==> config.mk <==
export PLATFORM = sky130hd
export DESIGN_NAME = clkbuf_smbus_target
export DESIGN_NICKNAME = d
export VERILOG_FILES = /design/src/rtl/clkbuf_pkg.sv /design/src/rtl/smbus_line_sync.sv /design/src/rtl/clk_output_ctrl.sv /design/src/rtl/clkbuf_smbus_target.sv
export VERILOG_INCLUDE_DIRS = /design/src /design/src/rtl
export SDC_FILE = /design/constraint.sdc
export NUM_CORES = 1
export LEC_CHECK = 0
export BUFFER_PORTS_ARGS = -buffer_cell sky130_fd_sc_hd__buf_2
export CORE_MARGIN = 2
export CORE_UTILIZATION = 60
export DETAILED_ROUTE_END_ITERATION = 8
export PLACE_DENSITY_LB_ADDON = 0.1
export SYNTH_ARGS = -nofsm -noshare
export SYNTH_HDL_FRONTEND = slang
export SYNTH_SLANG_ARGS = --single-unit
export TNS_END_PERCENT = 10
==> constraint.sdc <==
create_clock -name core_clk -period 2.4 [get_ports core_clk]
set_input_delay 0 -clock core_clk [delete_from_list [all_inputs] [get_ports core_clk]]
set_output_delay 0 -clock core_clk [all_outputs]
set_load 0.02 [all_outputs]
==> src/rtl/clkbuf_defs.svh <==
// Constants for the clock buffer SMBus configuration target
`ifndef CLKBUF_DEFS_SVH
`define CLKBUF_DEFS_SVH

// =====================================================
// Bus addressing
`define SMB_TARGET_ADDR 7'h6d
`define SMB_BYTE_BITS 4'h8
`define SMB_TX_LAST_BIT 4'h7
`define SMB_READ_COUNT 8'h03
`define SMB_REG_COUNT 8'h03

// =====================================================
// Register offsets
`define REG_OUTPUT_ENABLE_CTRL 8'h00
`define REG_PLL_MODE_AND_SWING_CTRL 8'h01
`define REG_OUTPUT_EDGE_RATE_CTRL 8'h02

// =====================================================
// Reset values and writable bits
`define REG0_RESET 8'h39
`define REG1_RESET 8'h06
`define REG2_RESET 8'hb9
`define REG0_WMASK 8'h28
`define REG1_WMASK 8'h3b
`define REG2_WMASK 8'h28

// =====================================================
// Field positions
`define OUT1_ENABLE_BIT 5
`define OUT0_ENABLE_BIT 3
`define PLL_MODE_SW_SELECT_BIT 5
`define PLL_MODE_CTRL_HI 4
`define PLL_MODE_CTRL_LO 3
`define AMPLITUDE_HI 1
`define AMPLITUDE_LO 0
`define OUT1_EDGE_RATE_SEL 5
`define OUT0_EDGE_RATE_SEL 3

// =====================================================
// Strap capture delay after reset release
`define STRAP_SETTLE 2'h3

`endif

==> src/rtl/clkbuf_pkg.sv <==
// Types shared by the clock buffer SMBus target
package clkbuf_pkg;

  typedef enum logic [6:0] {
    ST_IDLE     = 7'h01,
    ST_ADDR     = 7'h02,
    ST_ADDR_ACK = 7'h04,
    ST_RX       = 7'h08,
    ST_RX_ACK   = 7'h10,
    ST_TX       = 7'h20,
    ST_TX_ACK   = 7'h40
  } smb_state_t;

  typedef enum logic [1:0] {
    PH_INDEX = 2'h0,
    PH_COUNT = 2'h1,
    PH_DATA  = 2'h2
  } wr_phase_t;

endpackage

==> src/rtl/smbus_line_sync.sv <==
// Synchroniser and condition detector for the SMBus clock and data pins
`timescale 1ns/1ps
`default_nettype none

module smbus_line_sync (
  // Clock and reset
  input wire logic core_clk,
  input wire logic reset,
  // Pins
  input wire logic scl_pin,
  input wire logic sda_pin,
  // Detected events
  output logic sda_level,
  output logic scl_rise,
  output logic scl_fall,
  output logic start_seen,
  output logic stop_seen
);
  // =====================================================
  // Two-stage sync, then one history stage for edges
  logic [1:0] scl_reg, scl_next;
  logic [1:0] sda_reg, sda_next;
  logic scl_prev_reg, scl_prev_next;
  logic sda_prev_reg, sda_prev_next;

  always_comb begin
    scl_next = {scl_reg[0], scl_pin};
    sda_next = {sda_reg[0], sda_pin};
    scl_prev_next = scl_reg[1];
    sda_prev_next = sda_reg[1];
  end

  // Idle bus is high, so reset to high to avoid a false start
  always_ff @(posedge core_clk) begin
    if (reset) begin
      scl_reg <= 2'h3;
      sda_reg <= 2'h3;
      scl_prev_reg <= 1'b1;
      sda_prev_reg <= 1'b1;
    end else begin
      scl_reg <= scl_next;
      sda_reg <= sda_next;
      scl_prev_reg <= scl_prev_next;
      sda_prev_reg <= sda_prev_next;
    end
  end

  assign sda_level = sda_reg[1];
  assign scl_rise = scl_reg[1] && !scl_prev_reg;
  assign scl_fall = !scl_reg[1] && scl_prev_reg;
  assign start_seen = scl_reg[1] && scl_prev_reg && sda_prev_reg && !sda_reg[1];
  assign stop_seen = scl_reg[1] && scl_prev_reg && !sda_prev_reg && sda_reg[1];

endmodule
`default_nettype wire

==> src/rtl/clk_output_ctrl.sv <==
// Registered control of the two differential clock outputs
`timescale 1ns/1ps
`default_nettype none

module clk_output_ctrl (
  // Clock and reset
  input wire logic core_clk,
  input wire logic reset,
  // Active-low enable pins
  input wire logic [1:0] out_en_n,
  // Register fields
  input wire logic [1:0] reg_enable,
  input wire logic [1:0] reg_edge_fast,
  input wire logic [1:0] reg_amplitude,
  input wire logic pll_mode_sw_select,
  input wire logic [1:0] pll_mode_ctrl,
  input wire logic [1:0] pll_mode_readback,
  // Output controls
  output logic [1:0] out_run,
  output logic [1:0] out_edge_fast,
  output logic [1:0] out_amplitude,
  output logic [1:0] pll_mode
);
  // =====================================================
  // Pin sync and output registers
  logic [1:0] oe_meta_reg, oe_meta_next;
  logic [1:0] oe_sync_reg, oe_sync_next;
  logic [1:0] run_next, edge_next, amp_next, mode_next;

  always_comb begin
    oe_meta_next = out_en_n;
    oe_sync_next = oe_meta_reg;
    run_next = reg_enable & ~oe_sync_reg;
    edge_next = reg_edge_fast;
    amp_next = reg_amplitude;
    mode_next = pll_mode_sw_select ? pll_mode_ctrl : pll_mode_readback;
  end

  // Pins reset to disabled so outputs stay low until the sync fills
  always_ff @(posedge core_clk) begin
    if (reset) begin
      oe_meta_reg <= 2'h3;
      oe_sync_reg <= 2'h3;
      out_run <= 2'h0;
      out_edge_fast <= 2'h3;
      out_amplitude <= 2'h2;
      pll_mode <= 2'h0;
    end else begin
      oe_meta_reg <= oe_meta_next;
      oe_sync_reg <= oe_sync_next;
      out_run <= run_next;
      out_edge_fast <= edge_next;
      out_amplitude <= amp_next;
      pll_mode <= mode_next;
    end
  end
endmodule
`default_nettype wire

==> src/rtl/clkbuf_smbus_target.sv <==
// SMBus configuration target of a two-output clock buffer
`timescale 1ns/1ps
`default_nettype none
`include "clkbuf_defs.svh"

// Operation
// - The target answers only to address 1101101 with the last bit as direction, 0 write 1 read.
// - A write starts with start and the write address, which the target acknowledges.
// - The host then sends the start index, which the target acknowledges.
// - In a block write the host next sends a byte count, which the target acknowledges.
// - The following data bytes go to index onward in order, each acknowledged and stored up to the byte count.
// - A block read repeats start after the index and sends the read address, which is acknowledged.
// - After the read address the target sends the byte count then registers from the index upward.
// - Byte 0 bits 5 and 3 enable outputs 1 and 0; zero holds both legs low.
// - A cleared enable bit forces its output low whatever its active-low enable pin says.
// - Byte 1 bits 7:6 read back the PLL mode latched from the strap input.
// - Byte 1 bit 5, reset 0, selects the strap mode when 0 and software bits 4:3 when 1.
// - Software mode bits 4:3 have no effect unless byte 1 bit 5 is set.
// - Byte 2 bits 5 and 3 pick slow (0) or fast (1) edges for outputs 1 and 0, reset fast.
module clkbuf_smbus_target (
  // Clock and reset
  input wire logic core_clk,
  input wire logic reset,
  // SMBus pins, data is open drain
  input wire logic smb_clk_in,
  input wire logic smb_data_in,
  output logic smb_data_out,
  output logic smb_data_oe,
  // Device pins
  input wire logic [1:0] out_en_n,
  input wire logic [1:0] pll_mode_strap,
  // Clock path controls
  output logic [1:0] out_run,
  output logic [1:0] out_edge_fast,
  output logic [1:0] out_amplitude,
  output logic [1:0] pll_mode
);
  import clkbuf_pkg::*;

  // =====================================================
  // Line conditioning
  logic sda_level, scl_rise, scl_fall, start_seen, stop_seen;

  smbus_line_sync u_sync (
    .core_clk(core_clk),
    .reset(reset),
    .scl_pin(smb_clk_in),
    .sda_pin(smb_data_in),
    .sda_level(sda_level),
    .scl_rise(scl_rise),
    .scl_fall(scl_fall),
    .start_seen(start_seen),
    .stop_seen(stop_seen)
  );

  // =====================================================
  // Strap capture
  logic [1:0] strap_meta_reg, strap_meta_next;
  logic [1:0] strap_sync_reg, strap_sync_next;
  logic [1:0] readback_reg, readback_next;
  logic [1:0] settle_reg, settle_next;
  logic strap_done_reg, strap_done_next;

  // Captured a few cycles after release so the sync holds the real level
  always_comb begin
    strap_meta_next = pll_mode_strap;
    strap_sync_next = strap_meta_reg;
    settle_next = settle_reg;
    strap_done_next = strap_done_reg;
    readback_next = readback_reg;
    if (!strap_done_reg) begin
      if (settle_reg == `STRAP_SETTLE) begin
        readback_next = strap_sync_reg;
        strap_done_next = 1'b1;
      end else begin
        settle_next = settle_reg + 2'h1;
      end
    end
  end

  always_ff @(posedge core_clk) begin
    if (reset) begin
      strap_meta_reg <= 2'h0;
      strap_sync_reg <= 2'h0;
      readback_reg <= 2'h0;
      settle_reg <= 2'h0;
      strap_done_reg <= 1'b0;
    end else begin
      strap_meta_reg <= strap_meta_next;
      strap_sync_reg <= strap_sync_next;
      readback_reg <= readback_next;
      settle_reg <= settle_next;
      strap_done_reg <= strap_done_next;
    end
  end

  // =====================================================
  // Register file
  localparam logic [7:0] REG_RESET [3] = '{`REG0_RESET, `REG1_RESET, `REG2_RESET};
  localparam logic [7:0] REG_WMASK [3] = '{`REG0_WMASK, `REG1_WMASK, `REG2_WMASK};
  logic [7:0] regs_reg [3];
  logic [7:0] regs_next [3];
  logic wr_stb;
  logic [7:0] index_reg, index_next;
  logic [7:0] shift_reg, shift_next;
  logic [7:0] rd_byte;

  for (genvar g = 0; g < 3; g++) begin : g_reg
    always_comb begin
      regs_next[g] = regs_reg[g];
      if (wr_stb && index_reg == 8'(g)) begin
        regs_next[g] = (regs_reg[g] & ~REG_WMASK[g]) | (shift_reg & REG_WMASK[g]);
      end
    end
    always_ff @(posedge core_clk) begin
      if (reset) begin
        regs_reg[g] <= REG_RESET[g];
      end else begin
        regs_reg[g] <= regs_next[g];
      end
    end
  end

  // Unmapped indices read as zero
  always_comb begin
    unique case (index_reg)
      `REG_OUTPUT_ENABLE_CTRL: rd_byte = regs_reg[0];
      `REG_PLL_MODE_AND_SWING_CTRL: rd_byte = {readback_reg, regs_reg[1][5:0]};
      `REG_OUTPUT_EDGE_RATE_CTRL: rd_byte = regs_reg[2];
      default: rd_byte = 8'h00;
    endcase
  end

  // =====================================================
  // Protocol engine
  smb_state_t state_reg, state_next;
  wr_phase_t phase_reg, phase_next;
  logic [3:0] bit_reg, bit_next;
  logic [7:0] remain_reg, remain_next;
  logic rd_reg, rd_next;
  logic ack_reg, ack_next;
  logic oe_next;

  always_comb begin
    state_next = state_reg;
    phase_next = phase_reg;
    bit_next = bit_reg;
    shift_next = shift_reg;
    index_next = index_reg;
    remain_next = remain_reg;
    rd_next = rd_reg;
    ack_next = ack_reg;
    oe_next = smb_data_oe;
    wr_stb = 1'b0;
    if (stop_seen) begin
      state_next = ST_IDLE;
      oe_next = 1'b0;
    end else if (start_seen) begin
      state_next = ST_ADDR;
      bit_next = 4'h0;
      oe_next = 1'b0;
    end else begin
      unique case (state_reg)
        ST_IDLE: begin
        end
        ST_ADDR: begin
          if (scl_rise) begin
            shift_next = {shift_reg[6:0], sda_level};
            bit_next = bit_reg + 4'h1;
          end else if (scl_fall && bit_reg == `SMB_BYTE_BITS) begin
            if (shift_reg[7:1] == `SMB_TARGET_ADDR) begin
              state_next = ST_ADDR_ACK;
              oe_next = 1'b1;
              rd_next = shift_reg[0];
              if (!shift_reg[0]) begin
                phase_next = PH_INDEX;
              end
            end else begin
              state_next = ST_IDLE;
            end
          end
        end
        ST_ADDR_ACK: begin
          if (scl_fall) begin
            bit_next = 4'h0;
            if (rd_reg) begin
              state_next = ST_TX;
              shift_next = `SMB_READ_COUNT;
              oe_next = !shift_next[7];
            end else begin
              state_next = ST_RX;
              oe_next = 1'b0;
            end
          end
        end
        ST_RX: begin
          if (scl_rise) begin
            shift_next = {shift_reg[6:0], sda_level};
            bit_next = bit_reg + 4'h1;
          end else if (scl_fall && bit_reg == `SMB_BYTE_BITS) begin
            state_next = ST_RX_ACK;
            oe_next = 1'b1;
            unique case (phase_reg)
              PH_INDEX: begin
                index_next = shift_reg;
                phase_next = PH_COUNT;
              end
              PH_COUNT: begin
                remain_next = shift_reg;
                phase_next = PH_DATA;
              end
              default: begin
                // Bytes past the announced count are acknowledged but dropped
                if (remain_reg != 8'h00) begin
                  wr_stb = 1'b1;
                  index_next = index_reg + 8'h01;
                  remain_next = remain_reg - 8'h01;
                end
              end
            endcase
          end
        end
        ST_RX_ACK: begin
          if (scl_fall) begin
            state_next = ST_RX;
            oe_next = 1'b0;
            bit_next = 4'h0;
          end
        end
        ST_TX: begin
          if (scl_fall) begin
            if (bit_reg == `SMB_TX_LAST_BIT) begin
              state_next = ST_TX_ACK;
              oe_next = 1'b0;
              bit_next = 4'h0;
            end else begin
              bit_next = bit_reg + 4'h1;
              shift_next = {shift_reg[6:0], 1'b0};
              oe_next = !shift_reg[6];
            end
          end
        end
        ST_TX_ACK: begin
          if (scl_rise) begin
            ack_next = !sda_level;
          end else if (scl_fall) begin
            if (ack_reg) begin
              state_next = ST_TX;
              shift_next = rd_byte;
              index_next = index_reg + 8'h01;
              oe_next = !rd_byte[7];
            end else begin
              state_next = ST_IDLE;
            end
          end
        end
        default: begin
          state_next = ST_IDLE;
          oe_next = 1'b0;
        end
      endcase
    end
  end

  always_ff @(posedge core_clk) begin
    if (reset) begin
      state_reg <= ST_IDLE;
      phase_reg <= PH_INDEX;
      bit_reg <= 4'h0;
      shift_reg <= 8'h00;
      index_reg <= 8'h00;
      remain_reg <= 8'h00;
      rd_reg <= 1'b0;
      ack_reg <= 1'b0;
      smb_data_oe <= 1'b0;
      smb_data_out <= 1'b0;
    end else begin
      state_reg <= state_next;
      phase_reg <= phase_next;
      bit_reg <= bit_next;
      shift_reg <= shift_next;
      index_reg <= index_next;
      remain_reg <= remain_next;
      rd_reg <= rd_next;
      ack_reg <= ack_next;
      smb_data_oe <= oe_next;
      smb_data_out <= 1'b0;
    end
  end

  // =====================================================
  // Output path
  clk_output_ctrl u_out (
    .core_clk(core_clk),
    .reset(reset),
    .out_en_n(out_en_n),
    .reg_enable({regs_reg[0][`OUT1_ENABLE_BIT], regs_reg[0][`OUT0_ENABLE_BIT]}),
    .reg_edge_fast({regs_reg[2][`OUT1_EDGE_RATE_SEL], regs_reg[2][`OUT0_EDGE_RATE_SEL]}),
    .reg_amplitude({regs_reg[1][`AMPLITUDE_HI], regs_reg[1][`AMPLITUDE_LO]}),
    .pll_mode_sw_select(regs_reg[1][`PLL_MODE_SW_SELECT_BIT]),
    .pll_mode_ctrl({regs_reg[1][`PLL_MODE_CTRL_HI], regs_reg[1][`PLL_MODE_CTRL_LO]}),
    .pll_mode_readback(readback_reg),
    .out_run(out_run),
    .out_edge_fast(out_edge_fast),
    .out_amplitude(out_amplitude),
    .pll_mode(pll_mode)
  );

  logic addr_done;
  assign addr_done = state_reg == ST_ADDR && scl_fall && bit_reg == `SMB_BYTE_BITS
                     && !stop_seen && !start_seen;
endmodule
`default_nettype wire

=== Word-level counts from Yosys, hierarchy flattened ===
Memory sizes are Yosys's and may differ from the RTL's.
Cells that the tools add are included.

* Bits in registers: 67
* Latch bits: 0
* Memory bits (writable): 24
* Memory bits (read-only): 0
* Bits of input ports: 8
* Output and inout bits: 10
* Logic and storage cells: 215
* Memories kept: 1

{| class="wikitable"
|+ Memories
! name !! depth !! width !! rd ports !! clocked after memory_dff !! wr ports !! RTL line !! text
|-
| regs_reg || 3 || 8 || 3 || 0 || 3 || clkbuf_smbus_target.sv:101 || <nowiki>logic [7:0] regs_reg [3];</nowiki>
|}

* Add/sub/neg operators: 4
* $mul: 0
* Divide/modulo/power cells: 0
* Order comparisons: 0
* Equal/unequal tests: 46
* Shift-type cells: 0
* Multiplexer cells: 82
* Bitwise operators: 15
* Reductions and logical operators: 42

{| class="wikitable"
|+ Operators by type and width
! operator !! number
|-
| $mux W8 || 21
|-
| $mux W7 || 10
|-
| $pmux W7 S7 || 1
|-
| $pmux W8 S2 || 3
|-
| $ne A3 B3 Y1 const B || 12
|-
| $ne A2 B2 Y1 const B || 17
|-
| $reduce_and A11 Y1 || 3
|-
| $pmux W8 S4 || 1
|-
| $mux W1 || 25
|-
| $or A8 B6 Y8 || 3
|-
| $pmux W8 S3 || 1
|-
| $mux W4 || 5
|-
| $reduce_and A10 Y1 || 2
|-
| $mux W2 || 8
|-
| $eq A7 B7 Y1 const B || 2
|-
| $mux W6 || 2
|-
| $pmux W4 S3 || 1
|-
| $reduce_and A12 Y1 || 1
|-
| $logic_and A1 B1 Y1 || 11
|-
| $add A8 B1 Y8 const B || 1
|-
| $eq A8 B1 Y1 const B || 1
|-
| $eq A8 B2 Y1 const B || 1
|-
| $logic_not A8 Y1 || 1
|-
| $pmux W2 S2 || 2
|-
| 33 further kinds || 54
|}

=== Longest topological paths before layout ===
* Depth after elaboration: 11
* Mapped depth: 9
* Depth with buffers taken out: 8

=== Cells and area by module ===
A second synthesis with hierarchy kept.

* Cell total of the unflattened synthesis: 499
* Area, all modules: 4,136.5 µm²

{| class="wikitable"
|+ Modules (own cells, without submodules)
! module !! times used !! cells an instance !! area each (µm²) !! sequential area each (µm²)
|-
| clkbuf_smbus_target || 1 || 456 || 3,594.7 || 1,161.1
|-
| clk_output_ctrl || 1 || 27 || 351.6 || 240.2
|-
| smbus_line_sync || 1 || 16 || 190.2 || 120.1
|}

=== Worst setup path after synthesis ===
OpenSTA, ideal clock, no wires.

* Path kind: register to register
* Start: register state_reg[2]
* End: register bit_reg[2]
* Library setup time: 0.071 ns
* Data arrival time: 2.106 ns
* Data required time: 2.329 ns
* Setup slack: 0.223 ns
* Cell stages (with the launch flop): 8
* Buffers on the path: 1
* Period minus slack after synthesis: 2.177 ns
* Path through: dfxtp_1 > buf_2 > or2_4 > or3_4 > a211oi_4 > o2111ai_4 > or4_1 > a21oi_1

* Longest elaborated chain between the ends: 4
* Elaborated cells on any way between the ends: 14
* Classes of those cells: eq/ne (8); mux (2); reduce/logical (4)

{| class="wikitable"
|+ RTL lines
! element !! RTL line !! text
|-
| from (decl) || clkbuf_smbus_target.sv:136 || <nowiki>smb_state_t state_reg, state_next;</nowiki>
|-
| from (signal assigned) || clkbuf_smbus_target.sv:278 || <nowiki>state_reg <= state_next;</nowiki>
|-
| $eq A7 B5 Y1, or another cell as far along || clkbuf_smbus_target.sv:163 || <nowiki>unique case (state_reg)</nowiki>
|-
| $reduce_or A2 Y1 (no source line) || - ||
|-
| $ne A3 B1 Y1 (no source line), or another cell as far along || - ||
|-
| $reduce_and A5 Y1 (no source line) / $mux W4 (equally long branches) || - ||
|-
| to (signal assigned) || clkbuf_smbus_target.sv:280 || <nowiki>bit_reg <= bit_next;</nowiki>
|-
| to (decl) || clkbuf_smbus_target.sv:138 || <nowiki>logic [3:0] bit_reg, bit_next;</nowiki>
|}

Several ways; a longest one is shown, not always the timed one.
A chain may end at the register's enable or synchronous reset.

=== Final worst setup path ===
* Start: register state_reg[2]
* End: register shift_reg[6]

* Longest elaborated chain between the ends: 4
* Elaborated cells on any way between the ends: 17
* Classes of those cells: eq/ne (13); mux (1); reduce/logical (3)

{| class="wikitable"
|+ RTL lines
! element !! RTL line !! text
|-
| $eq A7 B2 Y1 / $eq A7 B4 Y1 (equally long branches) || clkbuf_smbus_target.sv:163 ||
|-
| $reduce_or A2 Y1 (no source line) || - ||
|-
| $ne A2 B1 Y1 (no source line) / $reduce_bool A4 Y1 (equally long branches) || - ||
|-
| $reduce_and A11 Y1 (no source line) || - ||
|-
| to (signal assigned) || clkbuf_smbus_target.sv:281 || <nowiki>shift_reg <= shift_next;</nowiki>
|-
| to (decl) || clkbuf_smbus_target.sv:105 || <nowiki>logic [7:0] shift_reg, shift_next;</nowiki>
|}

Several ways; a longest one is shown, not always the timed one.

==> summary.txt <==
Worst setup path
  – Worst Path Arrival: 2510 ps
  – Worst path cell trace: or4b_1, nor2_1, nand3_1, a211o_2, a221oi_1, nor3_1
  – Largest stage delay on the critical path: 540 ps
  – Levels on crit path: 6
  – Startpoint types: flip-flop
  – Largest delay share family, worst path: simple AND/OR/NAND/NOR gates
  – Worst reg2reg path depth: 6
  – WP buf/inv: 0
  – Worst path slowest cell: dfxtp_1
  – Flop2flop setup slack: 120 ps
  – CP endpoint kind: flip-flop
  – Setup Crit Path Kind: flip-flop to flip-flop
  – RR Endpoint: shift_reg[6]$_SDFFE_PP0P_
  – Worst flop-to-flop path startpoint: state_reg[2]$_SDFFE_PP0P_
  – WP data required: 2630 ps
  – Max Fanout on Critical Path: 11

STA
  – Worst setup margin: 116 ps
  – Tmin final: around 2300 ps
  – Maximum achievable frequency: 0.438 GHz
  – Slew headroom: 0.598
  – Final period utilization: 0.952
  – RSZ-0062 raised after global routing: yes
  – Final Setup Violations: 0
  – Slew @ Worst Pin: 604 ps
  – Skew final: between 7 and 8 ps
  – Count of final hold-check violations: 0
  – Slew Viols, Final: 0

GRT
  – Global route overflow: 0
  – Initial antenna violation count: 0
  – Total GRT Usage: 0.273
  – Met1 usage: 0.399
  – First-pass GRT wire length: 16.0 mm
  – Grt peak-use layer: met1
  – Met2 Use GR: 0.398
  – Largest net degree at the start of global routing: 43
  – Vias in the first global route: between 3000 and 4000
  – Met3 GRT Util: 0.0577

Synthesis
  – Post-synth cell types: 70
  – Avg Cell Area, Syn: 8.32 sq um
  – Cell area after synthesis: 4000 sq um
  – Synth Register Bits: between 70 and 80
  – Post-synth ARST share: 0
  – Ys flop type: dfxtp_1
  – Register area share after synthesis: 0.380
  – Syn nets: 498
  – Synthesized instance count: 481
  – Post-synth EDFFs: 0
  – Ys Warns: 0

Finish
  – Number of flip-flops in the largest register: 9
  – ANT cells: 0
  – Final instance area: roughly 4500 sq um
  – Final Non-Filler Cells: 591
  – Final core occ: 0.710
  – Share of layout cells above drive strength 1: 0.185
  – Fill cell count: 494
  – Area Overhead vs Synth: 13.3%
  – Layout Nets: 527

Floorplan
  – IO Count: 18
  – Initial Util: 0.626
  – Die W: 85.7 um
  – Die Area: 7340 sq um
  – Core Rows: 29
  – Die Ht: 85.7 um
  – Core Area: about 6400 sq um

Power
  – Int Power: between 0.0015 and 0.002 W
  – Leak: 1.73 nW
  – Max VDD drop: ~0.49 mV
  – Total power: 0.00255 W
  – Register share of total power: 0.516
  – Gate power share: 0.068
  – Psw: between 0.0005 and 0.0006 W
  – Clock power frac: 0.416
  – Switch share: 0.235
  – Pwr Density: 563 nW/um^2

CTS
  – Total CTS buffers: 9
  – Clk buf depth: 2
  – Root Buffer: clkbuf_8
  – Clk_lat worst skew: around 350 ps
  – CTS clk-pin slew, worst paths: approximately 80 ps
  – H-tree levels: 3
  – Clk sinks: 76
  – CTS tree: done

Detailed routing
  – DR vias/cell: 6.01
  – DRT Wirelength: 9.56 mm
  – Detail Route Antenna Nets: 0
  – Routed vias: 3552
  – Routed length per instance: 16.2 um
  – Post-route DRC: 0
  – DRT Pass-1 Iters: 5
  – First DRT Iteration DRCs: 277

Run
  – Maxcap violations: 0

Placed design
  – DP Wirelength: just under 7 mm
  – Placed cell area: 4220 sq um
  – Gp weighted congestion: 0.932
  – Cell count after placement: 568
  – PortBufs: 16
  – Placement Setup Slack: 97.6 ps

Min path
  – Min-Delay Path Class: primary input to flip-flop
  – WHS Endpoint: strap_sync_reg[1]$_SDFF_PP0_
  – Hold depth: 2
  – Hold path startpoint: reset

Status
  – Status: finished, final reports clean
==> power by group through the flow <==
stage / clock [W] / combinational (W) / sequential [W]
after floorplan: 0 / 0.000129 / 0.00134
after global placement: 0 / 0.000153 / 0.00134
after detailed placement: 0 / 0.000157 / 0.00135
after CTS: 0.00108 / 0.000167 / 0.00132
after global routing: 0.00114 / 0.000190 / 0.00132
final: 0.00106 / 0.000173 / 0.00132
==> Yosys cell counts (all sizes together) (2+ instances only) <==
master / n / area [sq um]
inv: 10 / 37.5
mux2i: 19 / 190
nand2b: 12 / 75.1
a222oi: 2 / 20.0
o32ai: 4 / 35.0
a21o: 2 / 15.0
ha: 9 / 113
nor3b: 5 / 37.5
o21ai: 18 / 90.1
a21oi: 43 / 215
a211oi: 6 / 57.6
o31ai: 2 / 15.0
buf: 17 / 91.3
a31oi: 4 / 31.3
dfxtp: 76 / 1520
or4: 5 / 41.3
a2111oi: 2 / 23.8
o2bb2ai: 3 / 26.3
nor2: 53 / 199
and3: 4 / 25.0
clkbuf: 14 / 52.6
xor2: 2 / 17.5
and2: 2 / 12.5
a221o: 3 / 30.0
nand4: 4 / 25.0
or2: 20 / 128
xnor2: 3 / 33.8
a31o: 4 / 35.0
nand3: 17 / 85.1
nor2b: 13 / 81.3
nor4: 11 / 90.1
a22o: 3 / 26.3
o31a: 2 / 17.5
or3: 5 / 36.3
nor3: 22 / 121
nand3b: 5 / 37.5
o2111ai: 2 / 35.0
nand2: 37 / 139
==> cell families (layout without fill, tap and decap cells) <==
group | Yosys count | in the layout | synth area share
and+or+nand+nor | 221 | 221 | 0.299
AOI/OAI and AO/OA | 109 | 109 | 0.186
xor gates and xnor gates | 5 | 5 | 0.0128
buffers and inverters | 41 | 74 | 0.0454
other | 1 | 1 | 0.000937
muxes | 19 | 19 | 0.0475
adders and majority gates | 9 | 9 | 0.0282
DFF | 76 | 76 | 0.380
==> cell type report <==
cell class / count / area, sq um / share of cell area
Multi-Input combinational cell: 364 / 2320 / 0.512
Sequential cell: 76 / 1520 / 0.336
Timing Repair Buffer: 49 / 343 / 0.0756
Clock buffer: 9 / 124 / 0.0273
Tap cell: 77 / 96.3 / 0.0213
Clock inverter: 6 / 88.8 / 0.0196
Inverter: 10 / 37.5 / 0.00828
==> how the worst max path moves through the flow <==
stage / start / endpoint / slack, ps
6_report: state_reg[2]$_SDFFE_PP0P_ / shift_reg[6]$_SDFFE_PP0P_ / 120
5_1_grt: state_reg[1]$_SDFFE_PP0P_ / bit_reg[2]$_SDFFE_PP0P_ / -20
4_1_cts: remain_reg[2]$_SDFFE_PP0P_ / index_reg[7]$_SDFFE_PP0P_ / 80
3_5_place_dp: state_reg[6]$_SDFFE_PP0P_ / shift_reg[5]$_SDFFE_PP0P_ / 100
3_3_place_gp: state_reg[0]$_SDFFE_PP1P_ / state_reg[3]$_SDFFE_PP0P_ / 130
2_1_floorplan: state_reg[2]$_SDFFE_PP0P_ / bit_reg[2]$_SDFFE_PP0P_ / 220
==> cell usage in the layout, fill, tap and decap left out, types with 10 or more instances in the layout <==
master / instances
a21oi_1: 43
mux2i_1: 19
nand2_1: 37
dfxtp_1: 75
nand2b_1: 12
nor2b_1: 13
nand3_1: 17
nor3_1: 21
o21ai_0: 12
buf_2: 16
buf_4: 27
nor2_1: 53
or2_2: 15
inv_1: 10
==> per-stage QoR <==
step                      setup TNS (ps)  hold WS (ps)
after floorplan                        0           104
after global placement                 0           182
after detailed placement               0           184
after CTS                              0           152
after global routing               -18.9           215
final                                  0           159
==> timing repair <==
item / CTS / global route
hold endpoints to repair: 6 / 0
endpoints found under the setup margin: 0 / 21
setup buffers: 0 / 2
gates resized for setup: 0 / 7
hold buffers: 6 / 0
==> layer usage <==
layer,part of all wire,vias up,routed length [um]
li1,-,1783,-
met1,0.48,1639,4590
met2,0.44,120,4210
met3,0.066,10,633
met4,0.014,0,132
met5,0,-,0
No activity file was read; power rests on OpenSTA's default activity.
